===== config.mk =====
export PLATFORM = sky130hd
export DESIGN_NAME = eqs_encoder_emul
export DESIGN_NICKNAME = d
export VERILOG_FILES = /design/src/rtl/eqs_pkg.sv /design/src/rtl/eqs_encoder_emul.sv /design/src/rtl/eqs_sync.sv
export SDC_FILE = /design/constraint.sdc
export NUM_CORES = 1
export LEC_CHECK = 0
export BUFFER_PORTS_ARGS = -buffer_cell sky130_fd_sc_hd__buf_2
export CORE_MARGIN = 2
export CORE_UTILIZATION = 55
export CTS_CLUSTER_SIZE = 8
export DETAILED_ROUTE_END_ITERATION = 6
export PLACE_DENSITY = 0.71
export SETUP_SLACK_MARGIN = 0.4
export SLEW_MARGIN = 40
export SYNTH_ARGS = -nofsm -noshare
export SYNTH_HDL_FRONTEND = slang
export SYNTH_SLANG_ARGS = --single-unit

===== constraint.sdc =====
create_clock -name clk -period 6.9 [get_ports clk]
set_clock_uncertainty 0.05 [all_clocks]
set_input_delay 1.38 -clock clk [delete_from_list [all_inputs] [get_ports clk]]
set_output_delay 1.38 -clock clk [all_outputs]
set_load 0.03 [all_outputs]

===== src/rtl/eqs_pkg.sv =====
package eqs_pkg;
	localparam int          CLK_HZ     = 100_000_000;
	localparam int          CLK_MHZ    = 100;
	// serial frame layout
	localparam int          MT_W       = 12;
	localparam int          ST_W       = 12;
	localparam int          POS_W      = MT_W + ST_W;
	localparam int          FRAME_BITS = POS_W + 1;
	localparam logic        PWR_FAIL_VAL = 1'b0;
	// serial timing
	localparam int          TV_MAX_NS  = 200;
	localparam int          TV_CYC     = TV_MAX_NS * CLK_MHZ / 1000;
	localparam int          TP_MIN_NS  = 20_000;
	localparam int          TP_CYC     = TP_MIN_NS * CLK_MHZ / 1000;
	// emulation
	localparam int          LINES_W    = 16;
	localparam int          SPEED_W    = 16;
	localparam int          ACC_W      = 40;
	localparam logic [39:0] ACC_WRAP   = 40'(CLK_HZ);
	localparam int          POS_CNT_W  = 32;
	typedef enum logic { EQS_IDLE = 1'b0, EQS_SHIFT = 1'b1 } eqs_frame_t;
endpackage


===== src/rtl/eqs_encoder_emul.sv =====
`timescale 1ns/10ps
module eqs_encoder_emul
	import eqs_pkg::*;
(
	input  wire logic                          clk,
	input  wire logic                          arst_n,
	input  wire logic                          enc_a,
	input  wire logic                          enc_b,
	input  wire logic                          neg_sel,
	input  wire logic [eqs_pkg::LINES_W-1:0]   lines_per_rev,
	input  wire logic [eqs_pkg::SPEED_W-1:0]   speed,
	input  wire logic [eqs_pkg::MT_W-1:0]      pos_multi,
	input  wire logic [eqs_pkg::ST_W-1:0]      pos_single,
	input  wire logic                          ssi_clk,
	output logic      [eqs_pkg::POS_CNT_W-1:0] act_pos,
	output logic                               quad_out_chan_one,
	output logic                               quad_out_chan_two,
	output logic                               quad_out_ref,
	output logic                               ssi_data
);
	import eqs_pkg::*;

	logic [2:0] pins_s;
	logic       a_s;
	logic       b_s;
	logic       sclk_s;

	eqs_sync #(.W(3)) u_sync (
		.clk    (clk),
		.arst_n (arst_n),
		.d      ({enc_a, enc_b, ssi_clk}),
		.q      (pins_s)
	);
	assign a_s    = pins_s[2];
	assign b_s    = pins_s[1];
	assign sclk_s = pins_s[0];

	// input decode: phase 0..3 walks 00,10,11,01 when track A leads
	logic [1:0] ph_prev_r;
	logic [1:0] ph_now;
	logic       fwd_raw;
	logic       bwd_raw;
	logic       cnt_up;
	logic       cnt_dn;
	assign ph_now  = {a_s & b_s | ~a_s & b_s, a_s ^ b_s};
	assign fwd_raw = ph_now == ph_prev_r + 2'h1;
	assign bwd_raw = ph_prev_r == ph_now + 2'h1;
	assign cnt_up  = neg_sel ? bwd_raw : fwd_raw;
	assign cnt_dn  = neg_sel ? fwd_raw : bwd_raw;

	// actual position counter; an illegal double step is ignored
	always_ff @(posedge clk or negedge arst_n)
	begin
		if (!arst_n)
		begin
			ph_prev_r <= 2'h0;
			act_pos   <= '0;
		end
		else
		begin
			ph_prev_r <= ph_now;
			if (cnt_up)
				act_pos <= act_pos + 32'h1;
			else if (cnt_dn)
				act_pos <= act_pos - 32'h1;
		end
	end

	// emulation rate: 4 edges per line, lines x rev/s per second
	logic [SPEED_W-1:0] spd_mag;
	logic               spd_fwd;
	logic [ACC_W-1:0]   edge_inc;
	logic [ACC_W-1:0]   acc_r;
	logic [ACC_W-1:0]   acc_sum;
	logic               emu_step;
	logic [17:0]        step_r;
	logic [17:0]        step_top;
	logic [17:0]        step_nxt;
	assign spd_fwd  = ~speed[SPEED_W-1];
	assign spd_mag  = spd_fwd ? speed : SPEED_W'(-speed);
	assign edge_inc = ACC_W'({lines_per_rev, 2'b00}) * ACC_W'(spd_mag);
	assign acc_sum  = acc_r + edge_inc;
	assign emu_step = acc_sum >= ACC_WRAP;
	assign step_top = {lines_per_rev, 2'b00} - 18'h1;
	// count steps modulo one revolution so the mark lands once per turn
	assign step_nxt = (!emu_step || lines_per_rev == '0) ? step_r :
			spd_fwd ? ((step_r >= step_top) ? 18'h0 : step_r + 18'h1) :
			((step_r == 18'h0) ? step_top : step_r - 18'h1);

	// outputs come straight from flops; up to 100 MHz edge rate, far above need
	always_ff @(posedge clk or negedge arst_n)
	begin
		if (!arst_n)
		begin
			acc_r             <= '0;
			step_r            <= '0;
			quad_out_chan_one <= 1'b0;
			quad_out_chan_two <= 1'b0;
			quad_out_ref      <= 1'b0;
		end
		else
		begin
			acc_r             <= emu_step ? acc_sum - ACC_WRAP : acc_sum;
			step_r            <= step_nxt;
			quad_out_chan_one <= step_nxt[1] ^ step_nxt[0];
			quad_out_chan_two <= step_nxt[1];
			quad_out_ref      <= step_nxt == 18'h2;
		end
	end

	// absolute word: multi-turn above single-turn, then Gray coded
	logic [POS_W-1:0] bin_w;
	logic [POS_W-1:0] gray_w;
	assign bin_w  = {pos_multi, pos_single};
	assign gray_w = bin_w ^ (bin_w >> 1);

	// serial frame; clock idles high, falling edge opens a frame
	logic                  sclk_d_r;
	logic                  rise_w;
	logic                  fall_w;
	eqs_frame_t            st_r;
	logic [FRAME_BITS-1:0] hold_r;
	logic [4:0]            bit_r;
	logic [11:0]           idle_r;
	logic                  tmo_w;
	assign rise_w = sclk_s & ~sclk_d_r;
	assign fall_w = ~sclk_s & sclk_d_r;
	assign tmo_w  = idle_r == 12'(TP_CYC - 1);

	// idle timer: the controller break ends the frame, not a bit count
	always_ff @(posedge clk or negedge arst_n)
	begin
		if (!arst_n)
			idle_r <= '0;
		else if (!sclk_s || rise_w || fall_w)
			idle_r <= '0;
		else if (!tmo_w)
			idle_r <= idle_r + 12'h1;
	end

	// frame engine; data shifts on rising edges, MSB first
	always_ff @(posedge clk or negedge arst_n)
	begin
		if (!arst_n)
		begin
			sclk_d_r <= 1'b0; // same as the synchroniser reset, so release shows no false fall
			st_r     <= EQS_IDLE;
			hold_r   <= '0;
			bit_r    <= '0;
			ssi_data <= 1'b1;
		end
		else
		begin
			sclk_d_r <= sclk_s;
			unique case (st_r)
				EQS_IDLE:
				begin
					ssi_data <= 1'b1;
					if (fall_w)
					begin
						hold_r <= {gray_w, PWR_FAIL_VAL};
						bit_r  <= '0;
						st_r   <= EQS_SHIFT;
					end
				end
				EQS_SHIFT:
				begin
					if (tmo_w)
					begin
						st_r     <= EQS_IDLE;
						ssi_data <= 1'b1;
					end
					else if (rise_w)
					begin
						// hold register shifts; zero fill past the last bit
						ssi_data <= hold_r[FRAME_BITS-1];
						hold_r   <= {hold_r[FRAME_BITS-2:0], 1'b0};
						if (bit_r != 5'h1F)
							bit_r <= bit_r + 5'h1;
					end
				end
			endcase
		end
	end

	// bit edge one cycle early: the data register follows it
	localparam int TV_LIM = TV_CYC - 1;
endmodule


===== src/rtl/eqs_sync.sv =====
`timescale 1ns/10ps
// two-flop synchroniser; only the second stage leaves this module
module eqs_sync #(
	parameter int W = 1
) (
	input  wire logic         clk,
	input  wire logic         arst_n,
	input  wire logic [W-1:0] d,
	output logic      [W-1:0] q
);
	logic [W-1:0] meta_r;

	// first stage feeds only the second
	always_ff @(posedge clk or negedge arst_n)
	begin
		if (!arst_n)
		begin
			meta_r <= '0;
			q      <= '0;
		end
		else
		begin
			meta_r <= d;
			q      <= meta_r;
		end
	end
endmodule


# ---- After elaboration in Yosys (flattened, before gate mapping)
# Index checks and enable logic that the tools add are counted.
dict set report totals {
  reg_bits 141
  latchBits 0
  out_inout_bits 36
  mem_bits_ro 0
  in_bits 62
  n_memories 0
  wordCells 80
  ramBits 0
}
dict set report classes {
  n_bitwise 12
  shift 0
  reduce_logical 9
  div_mod_pow 0
  magnitude_cmp 2
  eq_ne 9
  n_addsub 11
  muxes 22
  n_mul 1
}
# cell n
set ops {}
lappend ops {{$mux 25} 3}
lappend ops {{$mux 18} 4}
lappend ops {{$mux 32} 2}
lappend ops {{$pmux 25 s2} 1}
lappend ops {{$add 40x34->40} 1}
lappend ops {{$ge 40x27->1 const B} 1}
lappend ops {{$mux 40} 1}
lappend ops {{$sub 40x27->40 const B} 1}
lappend ops {{$sub 18x1->18 const B} 2}
lappend ops {{$add 32x1->32 const B} 1}
lappend ops {{$mul 16x16->32} 1}
lappend ops {{$sub 32x1->32 const B} 1}
lappend ops {{$mux 12} 2}
lappend ops {{$xor 24x23->24} 1}
lappend ops {{$add 18x1->18 const B} 1}
lappend ops {{$eq 18x2->1 const B} 1}
lappend ops {{$ge 18x18->1} 1}
lappend ops {{$logic_not 18->1} 1}
lappend ops {{$logic_not 16->1} 1}
lappend ops {{$mux 16} 1}
lappend ops {{$neg 16->16} 1}
lappend ops {{$add 12x1->12 const B} 1}
lappend ops {{$eq 12x11->1 const B} 1}
lappend ops {{$mux 1} 6}
lappend ops {{14 further kinds} 29}

# ---- Logic depth before layout (Yosys ltp)
dict set report depth {
  ltp_word 9
  mapped_depth 53
  mapped_depth_nobuf 50
}

# ---- By module
# A second synthesis with hierarchy kept.
dict set report unflattened {
  cells_unflattened 2278
  area_unflattened_um2 19412.4
}
# mod seq_area_each_um2 area_each_um2 cells_each n_inst
set by_module_without_submodules {}
lappend by_module_without_submodules {eqs_encoder_emul 3279.4 19262.2 2272 1}
lappend by_module_without_submodules {eqs_sync 150.1 150.1 6 1}

# ---- Worst setup path before layout
# OpenSTA, ideal clock, no wires.
dict set report synth_path {
  path_kind {input -> register}
  from {input speed[0] (netlist name)}
  to {register quad_out_ref}
  setup_ns 0.068
  t_required_ns 6.782
  stages 50
  n_path_buf 4
  t_arrival_ns 11.716
  slack_ns -4.934
  path_cell_list {inv_1 nand2_1 or4_1 nor2_1 nand2_1 or2_2 o21ai_0 xnor2_1 clkbuf_1 and2_1 fa_1 ha_1 inv_1 fa_1 inv_1 fa_1 fa_1 inv_1 [14 not listed] a21oi_1 o21ai_0 and2_1 a311oi_2 xnor2_1 a2111oi_4 a21boi_4 o311ai_4 o21ai_2 buf_4 buf_6 o21ai_0 a221o_1 inv_1 ha_1 inv_1 nor2_1 and4b_1}
}
dict set report synth_between {
  elab_chain_len 9
}
# element line_no
set synth_rtl {}
lappend synth_rtl {{start: declaration} eqs_encoder_emul.sv:11} ;# input wire logic [eqs_pkg::SPEED_W-1:0] speed,
lappend synth_rtl {{$neg 16->16} eqs_encoder_emul.sv:80} ;# assign spd_mag = spd_fwd ? speed : SPEED_W'(-speed);
lappend synth_rtl {{$mux 16 (*)} eqs_encoder_emul.sv:80}
lappend synth_rtl {{$mul 16x16->32 (*)} eqs_encoder_emul.sv:81} ;# assign edge_inc = ACC_W'({lines_per_rev, 2'b00}) * ACC_W'(spd_mag);
lappend synth_rtl {{$add 40x34->40 (*)} eqs_encoder_emul.sv:82} ;# assign acc_sum = acc_r + edge_inc;
lappend synth_rtl {{$ge 40x27->1 (*)} eqs_encoder_emul.sv:83} ;# assign emu_step = acc_sum >= ACC_WRAP;
lappend synth_rtl {{$logic_not 1->1 (*)} eqs_encoder_emul.sv:86} ;# assign step_nxt = (!emu_step || lines_per_rev == '0) ? step_r :
lappend synth_rtl {{$logic_or 1x1->1 (*)} eqs_encoder_emul.sv:86}
lappend synth_rtl {{$mux 18 (*)} eqs_encoder_emul.sv:86}
lappend synth_rtl {{via step_nxt[0]} eqs_encoder_emul.sv:78} ;# logic [17:0] step_nxt;
lappend synth_rtl {{$eq 18x2->1 (*)} eqs_encoder_emul.sv:107} ;# quad_out_ref <= step_nxt == 18'h2;
lappend synth_rtl {{end signal: assignment} eqs_encoder_emul.sv:99} ;# quad_out_ref <= 1'b0;
lappend synth_rtl {{end signal: assignment} eqs_encoder_emul.sv:107}
lappend synth_rtl {{end: declaration} eqs_encoder_emul.sv:18} ;# output logic quad_out_ref,
# The timed path passes the listed nets; every way through them passes the cells marked *.
# A chain may end at the register's enable or synchronous reset.

# ---- Final worst setup path
# Same ends and word-level chain as after synthesis.

==> flow_summary_export.csv <==
group,metric,value,unit
run_status,status,"finished with violations",
run_status,violations,"negative setup slack",
logic_synthesis,synth.cell_area,19630,sq um
floorplanning,core,35400,sq um
worst_setup_path,path_delay_family,"adder cells",
logic_synthesis,synthCells,2325,
cells_and_area,instances_no_fill,3234,
floorplanning,ios,98,
detailed_routing,drt-total-wl,53.23,mm
clocking,cts_tree,"yes",
worst_setup_path,cpMaxStageDelayCell,"fa_2",
cells_and_area,final_util,71.99,%
cells_and_area,syn_to_final_growth,29.84,%
detailed_routing,route.detailed.drc,0,
detailed_routing,drt_iter0_drc,1115,
cells_and_area,drive_above_1_share,27.08,%
clocking,clockBufferDepth,2,
logic_synthesis,yosysWarnings,0,
detailed_routing,viasPerCell,5.585,
logic_synthesis,synth_edf_count,0,
logic_synthesis,synth.avg_cell_area,8.441,sq um
floorplanning,die_area,37210,sq um
floorplanning,rows,69,
worst_setup_path,cp.required,7.24,ns
clocking,hold_buffers,0,
timing,timing.hold.ws,0.3032,ns
logic_synthesis,ys_seq_area_share,17.47,%
floorplanning,die_x,192.9,um
detailed_routing,ant_nets,0,
cells_and_area,final_common_cell,"buf_4",
job,maxCapViolCount,0,
place,dp_hpwl,40.52,mm
clocking,htree_levels,4,
global_route,grt_max_degree,76,
worst_setup_path,critPathLaunchType,"primary input",
timing,post-route-period-util,159.9,%
cells_and_area,mostFrequentLayoutCells,"366 x buf_4, 261 x nand2_1, 252 x inv_1, 189 x fa_1, 184 x ha_1",
detailed_routing,vias,18060,
global_route,grt_pass1_vias,18340,
cells_and_area,diodes,0,
clocking,root_buffer,"clkbuf_16",
clocking,clkTransAtPathRegs,0.06,ns
worst_setup_path,cp.arrival,11.38,ns
worst_hold_path,min_path_type,"reg -> reg",
worst_setup_path,crit_fanout,6,
global_route,grt_pass1_wl,87.70,mm
worst_setup_path,cpPeakStageDelay,0.57,ns
worst_setup_path,criticalPathCategory,"in -> reg",
logic_synthesis,async_flop_share,100.0,%
place,io_buffers,97,
place,dpl_cell_area,23370,sq um
global_route,grt_usage,29.30,%
logic_synthesis,ys_types,93,
cells_and_area,fin_area,25480,sq um
logic_synthesis,synth.net_count,2775,
timing,setup_viol,52,
clocking,cts_buffers,17,
cells_and_area,nets,3211,
detailed_routing,wl_per_cell,16.46,um
timing,rsz0062_at_grt,"yes",
global_route,grt_antenna_before_repair,0,
timing,fin_ws,-4.133,ns
timing,period_minus_slack,11.03,ns
clocking,cts_sinks,137,
logic_synthesis,synthFlopType,"dfrtp_1",
timing,slew_headroom,52.91,%
floorplanning,die-height,192.9,um
logic_synthesis,ys_seq_elements,137,
worst_setup_path,crit_path_frequent_cell,"fa_2",
clocking,clk_latency,0.45,ns
global_route,overflow,0,
timing,finalMaxSlewViolations,0,
floorplanning,initial_core_util,55.45,%
timing,timing_hold_violations_final,0,
place,gp_congestion,0.9275,
worst_setup_path,cp-end-kind,"register",
detailed_routing,dr.pass1.iters,6,
place,dp_cells,3138,
worst_setup_path,path_buf_inv,10,
timing,fmax,90.64,MHz
timing,worst_pin_slew,0.7063,ns
repair_timing:
| action | CTS | global route |
|---|---|---|
| cloned | 2 | 0 |
| gates resized for setup | 145 | 73 |
| endpoints found under the setup margin | 52 | 52 |
| setup buffers | 46 | 17 |
| pin swaps | 114 | 39 |
registers in the layout (all words and copies together) (netlist names), 2 cells and up:
name / cells
ph_prev_r: 2
u_sync.meta_r: 3
u_sync.q: 3
acc_r: 38
idle_r: 12
hold_r: 24
act_pos: 32
step_r: 18
worst paths after layout:
check | startpoint | end | slack (ns) | depth (start not counted)
max | speed[0] | quad_out_ref | -4.13 | 45
min | u_sync.meta_r[2] | u_sync.q[2] | 0.30 | 0
max reg2reg | acc_r[3] | quad_out_ref | 1.18 | 23
min reg2reg | u_sync.meta_r[2] | u_sync.q[2] | 0.30 | 0
max in group asynchronous | arst_n | acc_r[23] | 4.82 | 2
min in group asynchronous | arst_n | quad_out_chan_one | 0.90 | 1
cell type report:
class                   instances  area [sq um]
clock buffers                  18         429.2
repair buffers                517          4003
clock inverters                13         145.1
multi-input cells            1827         15900
flip-flops and latches        137          3430
fillers                      2587          9915
inverters                     261          1003
well taps                     461         576.8
metrics by stage:
stage,setup TNS [ns],worst slack [ns]
final,-197.65,-4.133
after global routing,-219.81,-4.542
after CTS,-192.03,-3.948
after detailed placement,-236.06,-4.886
after global placement,-226.10,-4.685
after floorplan,-179.76,-4.083
Yosys cell counts (all sizes together) (15+ instances only):
library cell	number	share of area, %
nor3	36	1.0
a21o	34	1.3
and3	22	0.70
xor2	65	2.9
o21a	16	0.61
and2	100	3.2
dfrtp	136	17
ha	192	12
buf	15	0.48
o21ai	141	3.6
nand2b	18	0.57
o211ai	19	0.75
clkbuf	84	1.6
fa	196	20
nand2	275	5.3
xnor2	122	5.4
nand3	50	1.3
a21oi	127	3.3
a31oi	15	0.48
nor2	151	2.9
inv	261	5.0
o21bai	15	0.57
nor2b	61	1.9
or3	17	0.54
cell families after synthesis:
kind of cell | after synthesis | share of synthesized area (%)
compound gates | 448 | 14.50
fa+ha+maj | 388 | 32.23
xor+xnor | 187 | 8.345
buf+inv | 361 | 7.127
mux | 6 | 0.3124
flops | 137 | 17.47
simple gates | 798 | 20.01
worst register-to-register path: stages, from the launching register on:
cell,delay (ns)
dfrtp_1,0.40
ha_1,0.32
a211oi_1,0.36
o21bai_1,0.13
a21oi_1,0.22
o21bai_1,0.08
a21oi_1,0.19
xor2_1,0.24
ha_1,0.22
or4b_2,0.61
nor4_1,0.24
buf_4,0.17
nand2_1,0.07
nor4_1,0.35
nand4_1,0.19
o2111ai_4,0.37
o21ai_4,0.13
buf_12,0.16
buf_8,0.13
buf_6,0.13
o21ai_2,0.13
o21ai_1,0.12
or3_1,0.40
and4b_1,0.24
metal layers:
| layer | wire [um] | global-route usage (%) | vias up |
|---|---|---|---|
| li1 | - | - | 8578 |
| met1 | 22720 | 38.15 | 8799 |
| met2 | 26070 | 50.33 | 550 |
| met3 | 2890 | 4.528 | 134 |
| met4 | 1549 | 8.974 | 0 |
| met5 | 0 | 0 | - |
Power is not shown: default switching activity piles up to over one toggle a cycle in this logic, so the estimate is an artifact.
